### src/include/gsp_pkg.sv
// Purpose: shared constants, types and carriers of the gateway status block
// Assumes: 100 MHz system clock, 32-bit APB register bus
// Notes: timing counts derive from times in their own units
package gsp_pkg;
	// ========================================
	// timing
	localparam longint CLK_HZ = 100_000_000;
	localparam longint WARN_TIME_S = 60;
	localparam longint WARN_CYC = WARN_TIME_S * CLK_HZ;
	localparam longint BLINK_MS = 250;
	localparam longint BLINK_CYC = BLINK_MS * (CLK_HZ / 1000);
	localparam longint POLL_TO_MS = 10;
	localparam longint POLL_TO_CYC = POLL_TO_MS * (CLK_HZ / 1000);
	localparam int WARN_CNT_W = 36;
	localparam int TMR_W = 28;
	// ========================================
	// sizes
	localparam int NUM_SLOTS = 4;
	localparam int SLOT_W = 2;
	localparam int CODE_W = 4;
	localparam int POS_W = 32;
	localparam logic [SLOT_W-1:0] SLOT_LAST = 2'h3;
	// ========================================
	// register map (byte addresses)
	localparam logic [11:0] ADDR_CTRL = 12'h000;
	localparam logic [11:0] ADDR_STATE = 12'h004;
	localparam logic [11:0] ADDR_IRQ_STAT = 12'h008;
	localparam logic [11:0] ADDR_IRQ_MASK = 12'h00c;
	localparam logic [11:0] ADDR_EVENT = 12'h010;
	localparam logic [11:0] ADDR_POS0 = 12'h020;
	localparam logic [11:0] ADDR_POS3 = 12'h02c;
	// ctrl: bit0 poll enable, bits 2:1 highest polled slot
	localparam int CTRL_POLL_EN = 0;
	localparam int CTRL_LAST_LSB = 1;
	localparam int CTRL_W = 3;
	localparam logic [CTRL_W-1:0] CTRL_RST = 3'h7;
	// state word fields
	localparam int ST_CODE_LSB = 0;
	localparam int ST_FATAL = 4;
	localparam int ST_WARN = 5;
	localparam int ST_SLOT_LSB = 6;
	localparam int ST_EXCH = 8;
	localparam int ST_ADDR_LSB = 16;
	// interrupt bits
	localparam int IRQ_FATAL = 0;
	localparam int IRQ_WARN = 1;
	localparam int IRQ_SWEEP = 2;
	localparam int IRQ_W = 3;
	// ========================================
	// event codes
	localparam logic [3:0] EV_NONE = 4'h0;
	localparam logic [3:0] EV_HW = 4'h1;
	localparam logic [3:0] EV_NVM = 4'h2;
	localparam logic [3:0] EV_MEM = 4'h3;
	localparam logic [3:0] EV_FB_HW = 4'h4;
	localparam logic [3:0] EV_SCRIPT = 4'h5;
	localparam logic [3:0] EV_RSV6 = 4'h6;
	localparam logic [3:0] EV_TX_OVF = 4'h7;
	localparam logic [3:0] EV_RX_OVF = 4'h8;
	localparam logic [3:0] EV_TIMEOUT = 4'h9;
	localparam logic [3:0] EV_FB_GEN = 4'ha;
	localparam logic [3:0] EV_PARITY = 4'hb;
	localparam logic [3:0] EV_RSV12 = 4'hc;
	localparam logic [3:0] EV_FB_CFG = 4'hd;
	localparam logic [3:0] EV_FB_OVF = 4'he;
	localparam logic [3:0] EV_RSV15 = 4'hf;
	localparam logic [3:0] FATAL_MAX = 4'h5;
	// station address limit and spare switch home
	localparam logic [7:0] STATION_MAX = 8'h7d;
	localparam logic [3:0] SPARE_HOME = 4'h0;
	// ========================================
	// types
	typedef enum logic [3:0] {
		PH_WAIT_PRM = 4'b0001,
		PH_WAIT_CFG = 4'b0010,
		PH_DATA_EXCH = 4'b0100,
		PH_ERROR = 4'b1000
	} gsp_phase_e;
	typedef enum logic [3:0] {
		PS_IDLE = 4'b0001,
		PS_REQ = 4'b0010,
		PS_WAIT = 4'b0100,
		PS_NEXT = 4'b1000
	} gsp_poll_e;
	typedef struct packed {
		logic valid;
		logic [CODE_W-1:0] code;
	} gsp_event_s;
	typedef struct packed {
		logic state_green;
		logic state_red;
		logic [CODE_W-1:0] code_indicator_leds;
	} gsp_led_s;
	typedef struct packed {
		logic bus_red;
		logic phase_green;
		logic phase_red;
	} gsp_fb_led_s;
endpackage : gsp_pkg

### src/gsp_gateway.sv
// Purpose: sensor polling, event display and fieldbus status of the gateway
// Assumes: SYS_RST is asserted at power-up; APB slave with zero wait states
// Notes: warning and poll timeout counts are parameters for short simulations
//
// Chosen here: the address map and the APB register port.
`timescale 1ns/1ps
`default_nettype none

// Overview of operation
// - poll up to four sensor slots, numbered 0 to 3
// - poll positions continuously and always present the latest data
// - good exchange: state green, code leds one-hot by polled slot
// - on error or warning: state red, code shown in binary 8-4-2-1
// - current event code goes to the master in the diagnostic byte
// - codes 1 to 5 are fatal and stay until power cycles
// - codes 7 to 11, 13 and 14 are warnings, cleared alone after one minute
// - fatal codes: hardware, nvm, memory, fieldbus or address, script
// - warning codes 7,8,9,10,11,13,14; codes 0,6,12,15 reserved
// - bus led red whenever no cyclic exchange with the master
// - phase led: green, red/green flash, green flash, or red
// - station address is upper switch digit then lower switch digit
// - switches are sampled only once after power-up
module gsp_gateway #(
	parameter logic [gsp_pkg::WARN_CNT_W-1:0] WARN_CYCLES =
		gsp_pkg::WARN_CYC[gsp_pkg::WARN_CNT_W-1:0],
	parameter logic [gsp_pkg::TMR_W-1:0] BLINK_CYCLES =
		gsp_pkg::BLINK_CYC[gsp_pkg::TMR_W-1:0],
	parameter logic [gsp_pkg::TMR_W-1:0] POLL_TO_CYCLES =
		gsp_pkg::POLL_TO_CYC[gsp_pkg::TMR_W-1:0]
) (
	// clock and reset
	input wire logic MCLK,
	input wire logic SYS_RST,
	// apb slave
	input wire logic PSEL,
	input wire logic PENABLE,
	input wire logic PWRITE,
	input wire logic [11:0] PADDR,
	input wire logic [31:0] PWDATA,
	output logic [31:0] PRDATA,
	output logic PREADY,
	output logic PSLVERR,
	output logic IRQ,
	// front panel switches
	input wire logic [3:0] ADDRESS_UPPER_DIGIT_SWITCH,
	input wire logic [3:0] ADDRESS_LOWER_DIGIT_SWITCH,
	input wire logic [3:0] SPARE_SWITCH_A,
	input wire logic [3:0] SPARE_SWITCH_B,
	// sensor side
	output logic POLL_REQ,
	output logic [gsp_pkg::SLOT_W-1:0] POLL_SLOT,
	input wire logic POLL_ACK,
	input wire logic [gsp_pkg::POS_W-1:0] POLL_POS,
	// events from the rest of the gateway
	input wire gsp_pkg::gsp_event_s EVENT,
	// fieldbus side
	input wire gsp_pkg::gsp_phase_e FB_PHASE,
	output logic [7:0] STATION_ADDR,
	output logic EXCH_ENABLE,
	output logic [7:0] EXT_DIAG,
	output logic [gsp_pkg::NUM_SLOTS*gsp_pkg::POS_W-1:0] SENSOR_DATA,
	// indicators
	output gsp_pkg::gsp_led_s LEDS,
	output gsp_pkg::gsp_fb_led_s FB_LEDS
);

	// ========================================
	// helpers
	function automatic logic is_reserved(input logic [3:0] c);
		is_reserved = (c == gsp_pkg::EV_NONE) || (c == gsp_pkg::EV_RSV6) ||
			(c == gsp_pkg::EV_RSV12) || (c == gsp_pkg::EV_RSV15);
	endfunction : is_reserved

	function automatic logic is_fatal(input logic [3:0] c);
		is_fatal = (c != gsp_pkg::EV_NONE) && (c <= gsp_pkg::FATAL_MAX);
	endfunction : is_fatal

	// ========================================
	// declarations
	logic [gsp_pkg::CTRL_W-1:0] ctrl_ff;
	logic [gsp_pkg::IRQ_W-1:0] irq_stat_ff;
	logic [gsp_pkg::IRQ_W-1:0] irq_mask_ff;
	logic [gsp_pkg::IRQ_W-1:0] irq_set;
	logic [31:0] nxt_prdata;
	logic nxt_pslverr;
	logic [31:0] prdata_ff;
	logic pslverr_ff;
	logic wr_en;
	logic sw_ev_ff;
	logic [3:0] sw_code_ff;
	logic cap_done_ff;
	logic [7:0] station_ff;
	logic spare_ok_ff;
	logic addr_bad_ff;
	gsp_pkg::gsp_poll_e poll_ff;
	logic [gsp_pkg::SLOT_W-1:0] slot_ff;
	logic [gsp_pkg::TMR_W-1:0] to_cnt_ff;
	logic timeout_ev;
	logic sweep_ev;
	logic [gsp_pkg::POS_W-1:0] pos_ff [gsp_pkg::NUM_SLOTS];
	logic ev_valid;
	logic [3:0] ev_code;
	logic [3:0] code_ff;
	logic fatal_ff;
	logic warn_ff;
	logic [gsp_pkg::WARN_CNT_W-1:0] warn_cnt_ff;
	logic [gsp_pkg::TMR_W-1:0] blink_cnt_ff;
	logic blink_ff;
	gsp_pkg::gsp_led_s nxt_leds;
	gsp_pkg::gsp_led_s leds_ff;
	gsp_pkg::gsp_fb_led_s nxt_fb_leds;
	gsp_pkg::gsp_fb_led_s fb_leds_ff;
	logic [7:0] diag_ff;
	logic poll_en;
	logic [gsp_pkg::SLOT_W-1:0] slot_last;

	assign poll_en = ctrl_ff[gsp_pkg::CTRL_POLL_EN];
	assign slot_last = ctrl_ff[gsp_pkg::CTRL_LAST_LSB +: gsp_pkg::SLOT_W];

	// ========================================
	// apb register access
	assign wr_en = PSEL && PENABLE && PWRITE;
	assign PREADY = 1'b1;
	assign PRDATA = prdata_ff;
	assign PSLVERR = pslverr_ff;

	always_comb begin
		nxt_prdata = 32'h0;
		nxt_pslverr = 1'b0;
		if (PADDR == gsp_pkg::ADDR_CTRL) begin
			nxt_prdata[gsp_pkg::CTRL_W-1:0] = ctrl_ff;
		end else if (PADDR == gsp_pkg::ADDR_STATE) begin
			nxt_prdata[gsp_pkg::ST_CODE_LSB +: 4] = code_ff;
			nxt_prdata[gsp_pkg::ST_FATAL] = fatal_ff;
			nxt_prdata[gsp_pkg::ST_WARN] = warn_ff;
			nxt_prdata[gsp_pkg::ST_SLOT_LSB +: gsp_pkg::SLOT_W] = slot_ff;
			nxt_prdata[gsp_pkg::ST_EXCH] = spare_ok_ff;
			nxt_prdata[gsp_pkg::ST_ADDR_LSB +: 8] = station_ff;
		end else if (PADDR == gsp_pkg::ADDR_IRQ_STAT) begin
			nxt_prdata[gsp_pkg::IRQ_W-1:0] = irq_stat_ff;
		end else if (PADDR == gsp_pkg::ADDR_IRQ_MASK) begin
			nxt_prdata[gsp_pkg::IRQ_W-1:0] = irq_mask_ff;
		end else if (PADDR == gsp_pkg::ADDR_EVENT) begin
			nxt_prdata[3:0] = sw_code_ff;
		end else if (PADDR >= gsp_pkg::ADDR_POS0 && PADDR <= gsp_pkg::ADDR_POS3 &&
				PADDR[1:0] == 2'h0) begin
			nxt_prdata = pos_ff[PADDR[3:2]];
		end else begin
			nxt_pslverr = 1'b1;
		end
	end

	// read data settles in the setup cycle, so the access needs no wait
	always_ff @(posedge MCLK) begin
		if (SYS_RST) begin
			prdata_ff <= 32'h0;
			pslverr_ff <= 1'b0;
		end else if (PSEL && !PENABLE) begin
			prdata_ff <= PWRITE ? 32'h0 : nxt_prdata;
			pslverr_ff <= nxt_pslverr;
		end
	end

	always_ff @(posedge MCLK) begin
		if (SYS_RST) begin
			ctrl_ff <= gsp_pkg::CTRL_RST;
			irq_mask_ff <= '0;
			sw_ev_ff <= 1'b0;
			sw_code_ff <= gsp_pkg::EV_NONE;
		end else begin
			sw_ev_ff <= 1'b0;
			if (wr_en && PADDR == gsp_pkg::ADDR_CTRL) begin
				ctrl_ff <= PWDATA[gsp_pkg::CTRL_W-1:0];
			end
			if (wr_en && PADDR == gsp_pkg::ADDR_IRQ_MASK) begin
				irq_mask_ff <= PWDATA[gsp_pkg::IRQ_W-1:0];
			end
			if (wr_en && PADDR == gsp_pkg::ADDR_EVENT) begin
				sw_code_ff <= PWDATA[3:0];
				sw_ev_ff <= 1'b1;
			end
		end
	end

	// ========================================
	// interrupts: sticky, write one to clear, set wins
	assign irq_set[gsp_pkg::IRQ_FATAL] = ev_valid && is_fatal(ev_code) && !fatal_ff;
	assign irq_set[gsp_pkg::IRQ_WARN] = ev_valid && !is_fatal(ev_code) && !fatal_ff;
	assign irq_set[gsp_pkg::IRQ_SWEEP] = sweep_ev;

	always_ff @(posedge MCLK) begin
		if (SYS_RST) begin
			irq_stat_ff <= '0;
		end else if (wr_en && PADDR == gsp_pkg::ADDR_IRQ_STAT) begin
			irq_stat_ff <= (irq_stat_ff & ~PWDATA[gsp_pkg::IRQ_W-1:0]) | irq_set;
		end else begin
			irq_stat_ff <= irq_stat_ff | irq_set;
		end
	end

	assign IRQ = |(irq_stat_ff & irq_mask_ff);

	// ========================================
	// power-up capture of the switches
	always_ff @(posedge MCLK) begin
		if (SYS_RST) begin
			cap_done_ff <= 1'b0;
			station_ff <= 8'h0;
			spare_ok_ff <= 1'b0;
			addr_bad_ff <= 1'b0;
		end else begin
			addr_bad_ff <= 1'b0;
			if (!cap_done_ff) begin
				cap_done_ff <= 1'b1;
				station_ff <= {ADDRESS_UPPER_DIGIT_SWITCH, ADDRESS_LOWER_DIGIT_SWITCH};
				spare_ok_ff <= (SPARE_SWITCH_A == gsp_pkg::SPARE_HOME) &&
					(SPARE_SWITCH_B == gsp_pkg::SPARE_HOME);
				addr_bad_ff <= {ADDRESS_UPPER_DIGIT_SWITCH, ADDRESS_LOWER_DIGIT_SWITCH} >
					gsp_pkg::STATION_MAX;
			end
		end
	end

	assign STATION_ADDR = station_ff;
	assign EXCH_ENABLE = spare_ok_ff;

	// ========================================
	// sensor polling sequencer
	assign POLL_REQ = (poll_ff == gsp_pkg::PS_REQ);
	assign POLL_SLOT = slot_ff;
	assign timeout_ev = (poll_ff == gsp_pkg::PS_WAIT) && !POLL_ACK && (to_cnt_ff == '0);
	assign sweep_ev = (poll_ff == gsp_pkg::PS_NEXT) && (slot_ff == slot_last);

	always_ff @(posedge MCLK) begin
		if (SYS_RST) begin
			poll_ff <= gsp_pkg::PS_IDLE;
			slot_ff <= '0;
			to_cnt_ff <= '0;
		end else begin
			case (poll_ff)
				gsp_pkg::PS_IDLE: begin
					slot_ff <= '0;
					if (poll_en) begin
						poll_ff <= gsp_pkg::PS_REQ;
					end
				end
				gsp_pkg::PS_REQ: begin
					to_cnt_ff <= POLL_TO_CYCLES - 1'b1;
					poll_ff <= gsp_pkg::PS_WAIT;
				end
				gsp_pkg::PS_WAIT: begin
					to_cnt_ff <= to_cnt_ff - 1'b1;
					if (POLL_ACK || to_cnt_ff == '0) begin
						poll_ff <= gsp_pkg::PS_NEXT;
					end
				end
				gsp_pkg::PS_NEXT: begin
					// wrap after the highest enabled slot
					slot_ff <= (slot_ff >= slot_last || slot_ff == gsp_pkg::SLOT_LAST) ?
						'0 : slot_ff + 1'b1;
					poll_ff <= poll_en ? gsp_pkg::PS_REQ : gsp_pkg::PS_IDLE;
				end
				default: begin
					poll_ff <= gsp_pkg::PS_IDLE;
				end
			endcase
		end
	end

	// latest position per slot, kept across timeouts
	always_ff @(posedge MCLK) begin
		if (SYS_RST) begin
			for (int i = 0; i < gsp_pkg::NUM_SLOTS; i++) begin
				pos_ff[i] <= '0;
			end
		end else if (poll_ff == gsp_pkg::PS_WAIT && POLL_ACK) begin
			pos_ff[slot_ff] <= POLL_POS;
		end
	end

	always_comb begin
		for (int i = 0; i < gsp_pkg::NUM_SLOTS; i++) begin
			SENSOR_DATA[i*gsp_pkg::POS_W +: gsp_pkg::POS_W] = pos_ff[i];
		end
	end

	// ========================================
	// event selection and classification
	always_comb begin
		ev_valid = 1'b0;
		ev_code = gsp_pkg::EV_NONE;
		if (addr_bad_ff) begin
			ev_valid = 1'b1;
			ev_code = gsp_pkg::EV_FB_HW;
		end else if (EVENT.valid && !is_reserved(EVENT.code)) begin
			ev_valid = 1'b1;
			ev_code = EVENT.code;
		end else if (sw_ev_ff && !is_reserved(sw_code_ff)) begin
			ev_valid = 1'b1;
			ev_code = sw_code_ff;
		end else if (timeout_ev) begin
			ev_valid = 1'b1;
			ev_code = gsp_pkg::EV_TIMEOUT;
		end
	end

	always_ff @(posedge MCLK) begin
		if (SYS_RST) begin
			code_ff <= gsp_pkg::EV_NONE;
			fatal_ff <= 1'b0;
			warn_ff <= 1'b0;
			warn_cnt_ff <= '0;
		end else if (fatal_ff) begin
			warn_ff <= 1'b0;
		end else if (ev_valid && is_fatal(ev_code)) begin
			code_ff <= ev_code;
			fatal_ff <= 1'b1;
			warn_ff <= 1'b0;
		end else if (ev_valid) begin
			code_ff <= ev_code;
			warn_ff <= 1'b1;
			warn_cnt_ff <= '0;
		end else if (warn_ff) begin
			if (warn_cnt_ff == WARN_CYCLES - 1'b1) begin
				warn_ff <= 1'b0;
				code_ff <= gsp_pkg::EV_NONE;
			end else begin
				warn_cnt_ff <= warn_cnt_ff + 1'b1;
			end
		end
	end

	// ========================================
	// sensor-side indicators and diagnostic byte
	always_comb begin
		nxt_leds.state_red = fatal_ff || warn_ff;
		nxt_leds.state_green = !(fatal_ff || warn_ff) && poll_en;
		if (fatal_ff || warn_ff) begin
			nxt_leds.code_indicator_leds = code_ff;
		end else if (poll_en) begin
			nxt_leds.code_indicator_leds = 4'h1 << slot_ff;
		end else begin
			nxt_leds.code_indicator_leds = 4'h0;
		end
	end

	always_ff @(posedge MCLK) begin
		if (SYS_RST) begin
			leds_ff <= '0;
			diag_ff <= 8'h0;
		end else begin
			leds_ff <= nxt_leds;
			diag_ff <= {4'h0, code_ff};
		end
	end

	assign LEDS = leds_ff;
	assign EXT_DIAG = diag_ff;

	// ========================================
	// fieldbus indicators
	always_ff @(posedge MCLK) begin
		if (SYS_RST) begin
			blink_cnt_ff <= '0;
			blink_ff <= 1'b0;
		end else if (blink_cnt_ff == BLINK_CYCLES - 1'b1) begin
			blink_cnt_ff <= '0;
			blink_ff <= !blink_ff;
		end else begin
			blink_cnt_ff <= blink_cnt_ff + 1'b1;
		end
	end

	always_comb begin
		nxt_fb_leds.bus_red = (FB_PHASE != gsp_pkg::PH_DATA_EXCH);
		case (FB_PHASE)
			gsp_pkg::PH_DATA_EXCH: begin
				nxt_fb_leds.phase_green = 1'b1;
				nxt_fb_leds.phase_red = 1'b0;
			end
			gsp_pkg::PH_WAIT_PRM: begin
				nxt_fb_leds.phase_green = blink_ff;
				nxt_fb_leds.phase_red = !blink_ff;
			end
			gsp_pkg::PH_WAIT_CFG: begin
				nxt_fb_leds.phase_green = blink_ff;
				nxt_fb_leds.phase_red = 1'b0;
			end
			default: begin
				nxt_fb_leds.phase_green = 1'b0;
				nxt_fb_leds.phase_red = 1'b1;
			end
		endcase
	end

	always_ff @(posedge MCLK) begin
		if (SYS_RST) begin
			fb_leds_ff <= '0;
		end else begin
			fb_leds_ff <= nxt_fb_leds;
		end
	end

	assign FB_LEDS = fb_leds_ff;

endmodule : gsp_gateway

`default_nettype wire

### config.mk
export PLATFORM = sky130hd
export DESIGN_NAME = gsp_gateway
export DESIGN_NICKNAME = d
export VERILOG_FILES = /design/src/include/gsp_pkg.sv /design/src/gsp_gateway.sv
export SDC_FILE = /design/constraint.sdc
export NUM_CORES = 1
export LEC_CHECK = 0
export BUFFER_PORTS_ARGS = -buffer_cell sky130_fd_sc_hd__buf_2
export CAP_MARGIN = 15
export CORE_MARGIN = 1
export CORE_UTILIZATION = 30
export DETAILED_ROUTE_END_ITERATION = 16
export HOLD_SLACK_MARGIN = 0.05
export PLACE_DENSITY = 0.52
export RECOVER_POWER = 25
export SYNTH_ARGS = -nofsm -noshare
export SYNTH_HDL_FRONTEND = slang
export SYNTH_SLANG_ARGS = --single-unit
### constraint.sdc
create_clock -name MCLK -period 10.1 [get_ports MCLK]
set_clock_uncertainty 0.05 [all_clocks]
set_input_delay 1.01 -clock MCLK [delete_from_list [all_inputs] [get_ports MCLK]]
set_output_delay 1.01 -clock MCLK [all_outputs]
set_load 0.1 [all_outputs]
---- After elaboration in Yosys (flattened, before gate mapping) ----
Memories as Yosys holds them, arrays and structs flattened.
Index checks and enable logic that the tools add are counted.
W data, S select, Z words.
operators by class
  $lt $le $gt $ge ......................... 5
  bitwise operators ....................... 7
  shift-type cells ........................ 1
  reduce and logical (&&, ||, !) cells .... 60
  mux-type cells .......................... 66
  eq/ne operators ......................... 25
  $add $sub $neg .......................... 4
operator list
  operator                 number
  $mux W32                 8
  $mux W36                 3
  $mux W29                 3
  $pmux W28 S2             1
  $mux W4                  13
  $add A36 B1 Y36 const B  1
  $eq A36 B33 Y1 const B   1
  $reduce_or A32 Y1        1
  $add A28 B1 Y28 const B  1
  $eq A28 B25 Y1 const B   1
  $logic_not A28 Y1        1
  $mux W28                 1
  $sub A28 B1 Y28 const B  1
  $eq A12 B4 Y1 const B    2
  $mux W1                  23
  $logic_and A1 B1 Y1      22
  $eq A4 B4 Y1 const B     5
  $eq A4 B3 Y1 const B     4
  $logic_not A4 Y1         4
  $mux W8                  2
  $pmux W4 S4              1
  $eq A12 B3 Y1 const B    1
  $eq A12 B5 Y1 const B    1
  $ge A12 B6 Y1 const B    1
  34 further kinds         66
storage, ports and cells
  register bits after elaboration ......... 180
  logic and storage cells ................. 197
  memories ................................ 1
  RAM bits ................................ 128
  output and inout port bits .............. 192
  input port bits ......................... 107
memories
  memory  words  width  read ports  clocked after memory_dff  write ports  line                RTL
  pos_ff  4      32     5           0                         4            gsp_gateway.sv:100  logic [gsp_pkg::POS_W-1:0] pos_ff [gsp_pkg::NUM_SLOTS];

---- Longest topological paths before layout ----
Gate-level depths: netlist of run 1.
  depth in word-level cells ............... 16
  gate-level depth with buffers ........... 12
  mapped depth without buffers ............ 9

---- Worst setup path after synthesis of run 1 ----
OpenSTA, ideal clock, no wires.
  path kind ............................... reg2reg
  start point ............................. register slot_ff, in the netlist POLL_SLOT[0]
  end point ............................... memory pos_ff[3][0] in the netlist's numbering (enable)
  period minus slack after synthesis ...... 4.365 ns
  slack ................................... 5.735 ns
  library setup time ...................... 0.470 ns
  buffers on the path ..................... 0
  required time ........................... 9.580 ns
  cell stages (with the launch flop) ...... 3
  data arrival time ....................... 3.846 ns
  path through ............................ dfxtp_1 inv_1 o31ai_1
RTL lines
  element                 line                RTL
  from (decl)             gsp_gateway.sv:96   logic [gsp_pkg::SLOT_W-1:0] slot_ff;
  from (signal assigned)  gsp_gateway.sv:259  slot_ff <= (slot_ff >= slot_last || slot_ff == gsp_pkg::SLOT_LAST) ?
  to (decl)               gsp_gateway.sv:100

==> results by group, run 1 <==
Routing
  • Met3 wire len: 3700 um
  • Via density: about 5.2
  • M1 WL: about 19,000 um
  • Top layer reached by signal wires: met5
  • Via count: approximately 11,000
  • ANT nets after route: 0
  • Starting DRC count in detailed routing: roughly 710
  • WL per Instance: 20.3 um
  • Pre-antenna DRT Iters: 6
  • DRT Wirelength: about 44,000 um
  • Met2 WL: a little over 20,000 um
  • DRC Markers: 0

Final layout
  • Nets: about 1,600
  • Synth-to-layout area growth: 21.6%
  • Fill cell count: 4,586
  • Layout cells sized above 1: 19.6%
  • Post-layout util: 37.0%
  • Post-route cell area: approximately 17,000 um^2
  • Final Non-Filler Cells: 2,160

Critical path
  • WS Path Type: in -> reg
  • Worst-case reg-to-reg path depth: 11
  • CP bufs+invs: 2
  • Worst R2R Setup Slack: between 6 and 7 ns
  • Crit Path Max Fanout: 76
  • Crit path required time: 10.48 ns
  • Crit path arrival time: 6.21 ns
  • Crit end category: flop
  • Slowest-stage cell, CP: clkbuf_1
  • Family with the most delay on the worst path: buffers and inverters
  • Startpoint Class: input port
  • Launching point of the worst reg2reg path: to_cnt_ff[0]
  • Most common cell on crit path: clkbuf_1
  • Reg2reg end: warn_cnt_ff[25]
  • Critical path, cell by cell: clkbuf_1 -> clkbuf_1 -> nor2_1 -> and3_1 -> a22o_1
  • Max incr delay on CP: roughly 2.7 ns
  • Critical Path Start: SYS_RST

STA
  • Fin. Hold Viols: 0
  • Max Clk Rate: ~0.17 GHz
  • Relative slew slack: -149%
  • TNS Setup: 0 ns
  • Fin. max-slew vios: 140
  • Post-layout min period: 5.83 ns
  • Worst setup margin: between 4 and 5 ns
  • Measured slew at the worst slew-check pin: ~3.7 ns
  • Min Hold Slack: slightly above 0.4 ns
  • RSZ-0062 raised after global routing: no
  • Final worst-path cycle share: around 58%
  • Number of setup violations in the final report: 0

Logic synthesis
  • Synthesized cell area: roughly 14,000 um^2
  • Top-count cell post-synth: dfxtp_1
  • Yosys synthesis warning count: 0
  • Async set or reset register ratio after synthesis: 0%
  • Sequential element share of the synthesized area: ~53%
  • Top post-synthesis cells by area: edfxtp_1, dfxtp_1, and2_1, mux4_2, nor2_1
  • Cell taking the most area after synthesis: edfxtp_1
  • Register bit count reported by yosys: about 300
  • EDFF count, synth: between 100 and 150
  • Mapped Cells: between 1,000 and 1,500
  • Share of Yosys cell area claimed by the top area cell type: 27.8%
  • Ys flop type: dfxtp_1
  • Syn avg cell area: 10.7 um^2
  • Most common library cells after synthesis: dfxtp_1, and2_1, edfxtp_1
  • Post-synthesis cell type count: 72

GRT
  • Vias in the first global route: around 11,000
  • First-pass GRT wire length: between 60,000 and 70,000 um
  • Maximum number of pins on one net before global-route repair: 77
  • Initial antenna violation count: 4
  • All-layer global routing usage: a little under a fifth
  • GR Overflow Total: 0

CTS
  • Clock slew at reported path FFs: 0.06 ns
  • H-Tree Depth: 2
  • # hold bufs at CTS: 0
  • Clock Sink Count: just over 300
  • # Post-CTS Setup Buffers: 0
  • Clock Latency Late Sink: between 0.5 and 0.6 ns
  • CTS Root Buffer Type: clkbuf_16
  • CTS max path bufs: 3
  • Resized Gates After CTS: 0
  • TritonCTS clock tree: done
  • CTS Buf Count: 37

Die
  • I/O pins: between 200 and 300
  • Num rows: 78
  • Placeable Area: approximately 45,000 um^2
  • Die height: 217 um
  • Full die area: around 47,000 um^2
  • Starting Density: a little under a third
  • Die width: 217 um

Status
  • Failing checks: max-capacitance violations, max-slew violations
  • Status: complete, but fails checks

Place
  • Port Buf Inserts: between 200 and 300
  • Placed cell count: between 2,000 and 2,500
  • Placed inst area: between 15,000 and 20,000 um^2
  • Final HPWL DP: approximately 30,000 um
  • Final GP Congestion: 0.811
  • Setup WS pre-CTS: ~6 ns

Power
  • Pwr Density: 183 nW/um^2
  • Tot Pwr: between 3 and 4 mW
  • Leakage power: between 6 and 7 nW
  • Max VDD drop: 0.136 mV

Min path
  • Hold path startpoint: PRDATA[7]
  • Worst hold path depth: 2
  • Hold Path Sink: PRDATA[7]
  • Worst Hold Class: reg -> reg

Run
  • Max-cap violations: 3
==> where the power goes <==
part / internal (mW) / switching (mW)
clock: 0.763 / 0.540
combinational: 0.0874 / 0.336
sequential: 1.32 / 0.0303
==> cells by family (layout without fill, tap and decap cells) <==
group / Yosys count / in the layout / share of synthesized area, %
AOI/OAI and AO/OA: 221 / 221 / 11.3
xor gates and xnor gates: 35 / 35 / 2.22
adders and majority gates: 10 / 10 / 0.905
buffers and inverters: 112 / 372 / 3.31
DFF: 304 / 304 / 53.3
muxes: 46 / 46 / 6.16
other: 2 / 7 / 0.0543
and+or+nand+nor: 565 / 565 / 22.8
==> how the worst max path moves through the flow <==
stage	slack [ns]	end	cells after the start
floorplan	5.73	pos_ff[3][0]	2
global placement	6.08	pos_ff[0][21]	6
detailed placement	6.06	pos_ff[0][21]	6
finish	4.27	LEDS[2]	5
global route	3.81	LEDS[2]	5
CTS	6.18	POLL_REQ	3
==> worst register-to-register path, stage by stage (launching register included) <==
cell and delay [ns]:
dfxtp_1 0.33, inv_1 0.09, ha_1 0.17, or4b_1 0.44, or4_4 0.55, nor4_4 0.34, a22oi_1 0.23, a311oi_4 0.26
buf_4 0.58, o31ai_4 0.10, buf_4 0.27, o21ba_1 0.27
==> metal layers <==
| layer | up-vias | global-route usage [%] |
|---|---|---|
| met1 | 5450 | 23.3 |
| met3 | 62 | 6.22 |
| met5 | - | 0 |
| met2 | 321 | 29.8 |
| li1 | 5300 | - |
| met4 | 6 | 5.99 |
==> layout by cell type (no fill, tap or decap), types with 6 or more instances in the layout <==
cell	netlist	final
xnor2_1	15	15
o21a_1	6	6
dfxtp_1	176	176
edfxtp_1	128	128
buf_2	9	176
nor2_1	120	119
nor4_1	13	12
ha_1	10	10
or2_2	12	11
or4_1	38	38
xor2_1	20	20
o21ai_0	17	17
mux4_2	31	31
and2_1	134	134
or3_1	20	20
buf_4	5	16
nand4_1	8	8
o41ai_1	8	8
and3_1	18	18
and4_1	8	8
nor3_1	31	28
mux2i_1	13	13
a21oi_1	69	69
or4b_1	11	11
a211oi_1	12	12
nand3_1	46	46
nor2b_1	6	6
nand2_1	72	72
clkbuf_1	63	103
a222oi_1	16	16
o31ai_1	25	24
nor4b_1	6	6
inv_1	24	24
a22oi_1	19	19
clkbuf_16	0	38
==> layout make-up <==
class                      instances  area (um^2)  area share, %
tap                              600          751           4.47
inverter                          24         90.1          0.536
clock inverter                    10          114          0.677
sequential                       304         7370           43.8
antenna                            2         5.00         0.0298
timing repair buffer             282         1340           7.97
clock buffer                      56         1070           6.36
multi-input combinational        882         6070           36.1
==> state kept, by name, summed over array words and instances, names as in the netlist <==
register,cells
addr_bad_ff,1
warn_ff,1
poll_ff,4
LEDS,6
blink_ff,1
STATION_ADDR,8
to_cnt_ff,28
fatal_ff,1
PRDATA,32
EXCH_ENABLE,1
POLL_SLOT,2
sw_code_ff,4
PSLVERR,1
EXT_DIAG,4
code_ff,4
irq_stat_ff,3
warn_cnt_ff,36
cap_done_ff,1
FB_LEDS,3
ctrl_ff,3
sw_ev_ff,1
irq_mask_ff,3
pos_ff,128
blink_cnt_ff,28
No activity file was read; power rests on OpenSTA's default activity.
==> run 2: changes to the inputs <==
==> constraint.sdc (replaced) <==
create_clock -name MCLK -period 5.87 [get_ports MCLK]
set_clock_uncertainty 0.05 [all_clocks]
set_input_delay 0.587 -clock MCLK [delete_from_list [all_inputs] [get_ports MCLK]]
set_output_delay 0.587 -clock MCLK [all_outputs]
set_load 0.1 [all_outputs]
==> run 2 against run 1 <==
  * The flow still finishes with violations (max-capacitance violations, max-slew violations)
  * Design area fell by 0.19%
  * Die area unchanged
  * Sequential power increased by 71%
  * Register-to-register slack got worse by 4.1 ns
  * Flip-flop and latch count unchanged
  * Critical path depth increased by 1
  * Global-route usage is essentially flat
  * Clock-buffer cell count shrank 1
  * Worst setup slack got worse by 2.2 ns
  * Sequential share of layout area grew 0.082 points
  * Cell count did not move
==> results by group, run 2 (same netlist as run 1, synthesis figures left out) <==
Routing
  • Starting DRC count in detailed routing: 714 (was 706)
  • WL per Instance: 20.3 um (about the same)
  • Top layer reached by signal wires: met5 (unchanged)
  • DRT Wirelength: 43,800 um (about the same)
  • Pre-antenna DRT Iters: 8 (was 6)
  • ANT nets after route: 0 (unchanged)
  • Via count: 11,040 (was 11,139)
  • DRC Markers: 0 (unchanged)
  • Via density: 5.11 (was 5.16)
  • M1 WL: 18,600 um (was 18,900 um)
  • Met3 wire len: 3550 um (was 3700 um)
  • Met2 WL: 20,500 um (was 20,200 um)

Place
  • Final HPWL DP: 29,600 um (was 29,400 um)
  • Placed cell count: 2,093 (was 2,092)
  • Placed inst area: 15,700 um^2 (about the same)
  • Final GP Congestion: 0.811 (about the same)
  • Setup WS pre-CTS: 2.16 ns (was 6.06 ns)
  • Port Buf Inserts: 265 (unchanged)

CTS
  • Clock slew at reported path FFs: 0.06 ns (about the same)
  • TritonCTS clock tree: done (unchanged)
  • CTS Buf Count: 37 (unchanged)
  • # hold bufs at CTS: 0 (unchanged)
  • Clock Sink Count: 304 (unchanged)
  • # Post-CTS Setup Buffers: 0 (unchanged)
  • Resized Gates After CTS: 0 (unchanged)
  • H-Tree Depth: 2 (unchanged)
  • CTS Root Buffer Type: clkbuf_16 (unchanged)
  • CTS max path bufs: 3 (unchanged)
  • Clock Latency Late Sink: 0.55 ns (was 0.56 ns)

Die
  • Die height: 217 um (unchanged)
  • Num rows: 78 (unchanged)
  • Starting Density: 30.5% (unchanged)
  • Placeable Area: 45,400 um^2 (unchanged)
  • I/O pins: 299 (unchanged)
  • Full die area: 46,900 um^2 (unchanged)
  • Die width: 217 um (unchanged)

Final layout
  • Most common cell after layout, fill and taps aside: dfxtp_1
  • Nets: 1,649 (was 1,648)
  • Commonest non-fill, non-tap cells in the layout: dfxtp_1, clkbuf_1, buf_2 (was dfxtp_1, buf_2, and2_1)
  • Layout cells sized above 1: 17.3% (was 19.6%)
  • Post-layout util: 37.0% (about the same)
  • Post-route cell area: 16,800 um^2 (about the same)
  • Max reg flops: 128 (unchanged)
  • Final Non-Filler Cells: 2,160 (unchanged)
  • Reg with most FFs: pos_ff (unchanged)
  • Fill cell count: 4,605 (was 4,586)
  • Synth-to-layout area growth: 21.4% (was 21.6%)

STA
  • Measured slew at the worst slew-check pin: 1.79 ns (was 3.74 ns)
  • Min Hold Slack: 0.183 ns (was 0.404 ns)
  • RSZ-0062 raised after global routing: no (unchanged)
  • Max Clk Rate: 0.260 GHz
  • Post-layout min period: just under 4 ns
  • Fin. Hold Viols: 0 (unchanged)
  • Fin. max-slew vios: 34 (was 140)
  • Number of setup violations in the final report: 0 (unchanged)
  • Relative slew slack: -19.3% (was -149%)
  • Worst setup margin: 2.02 ns (was 4.27 ns)
  • TNS Setup: 0 ns (unchanged)
  • Final worst-path cycle share: 65.5%

Power
  • Pwr Density: 316 nW/um^2 (was 183 nW/um^2)
  • Leakage power: 6.10 nW (was 6.22 nW)
  • Logic pwr share: 13.6% (was 13.8%)
  • Switching power: 1.54 mW (was 0.906 mW)
  • Max VDD drop: 0.247 mV (was 0.136 mV)
  • Tot Pwr: 5.31 mW (was 3.07 mW)
  • Switching share of total power: 29.0% (was 29.5%)
  • Clk pwr share: 42.7% (was 42.4%)
  • P_int: 3.77 mW (was 2.17 mW)
  • Reg power frac: 43.6% (was 43.8%)

Critical path
  • WS Path Type: in -> reg (unchanged)
  • Crit Path Max Fanout: 33 (was 76)
  • Crit end category: flop (unchanged)
  • Startpoint Class: input port (unchanged)
  • Crit path arrival time: 4.09 ns (was 6.21 ns)
  • Crit path required time: 6.12 ns (was 10.48 ns)

GRT
  • GR Overflow Total: 0 (unchanged)
  • All-layer global routing usage: 18.5% (about the same)
  • Vias in the first global route: 10,966 (was 11,000)
  • Initial antenna violation count: 5 (was 4)
  • First-pass GRT wire length: 66,200 um (was 66,700 um)
  • Maximum number of pins on one net before global-route repair: 76 (was 77)

Run
  • Max-cap violations: 1 (was 3)

Status
  • Status: complete, but fails checks (unchanged)
  • Failing checks: max-capacitance violations, max-slew violations (unchanged)

Min path
  • Worst Hold Class: in -> reg (was reg -> reg)
[run 2: metal layers]
| layer | global-route usage (%) | up-vias |
|---|---|---|
| met3 | 5.92 | 71 |
| met4 | 6.08 | 8 |
| li1 | - | 5277 |
| met1 | 22.8 | 5347 |
| met2 | 30.5 | 337 |
| met5 | 0 | - |
[run 2: final cells by class]
class / instances / area, um^2 / share of cell area (%)
inverter: 24 / 90.1 / 0.537
clock inverter: 11 / 119 / 0.709
antenna: 1 / 2.50 / 0.0149
timing repair buffer: 283 / 1300 / 7.74
multi-input combinational: 882 / 6070 / 36.2
tap: 600 / 751 / 4.47
sequential: 304 / 7370 / 43.9
clock buffer: 55 / 1070 / 6.41
[run 2: worst paths after layout]
kind	startpoint	endpoint	slack (ns)	cells past startpoint
max	SYS_RST	pos_ff[0][21]	2.02	6
min	FB_PHASE[3]	FB_LEDS[1]	0.18	2
max reg2reg	to_cnt_ff[0]	warn_cnt_ff[31]	2.20	11
min reg2reg	PRDATA[7]	PRDATA[7]	0.41	2
[run 2: worst max-delay path: stages]
cell and delay, ns:
clkbuf_1 1.25, inv_1 0.77, nand3_1 0.45, nor3_2 0.07
or2_2 0.59, buf_4 0.33
[run 2: power groups by stage]
| stage | Sequential (mW) | Clock (mW) | Combinational [mW] |
|---|---|---|---|
| detailed placement | 2.36 | 0 | 0.735 |
| floorplan | 2.64 | 0 | 0.275 |
| global placement | 2.36 | 0 | 0.732 |
| finish | 2.31 | 2.27 | 0.723 |
| global route | 2.32 | 2.41 | 0.763 |
| CTS | 2.31 | 2.33 | 0.737 |
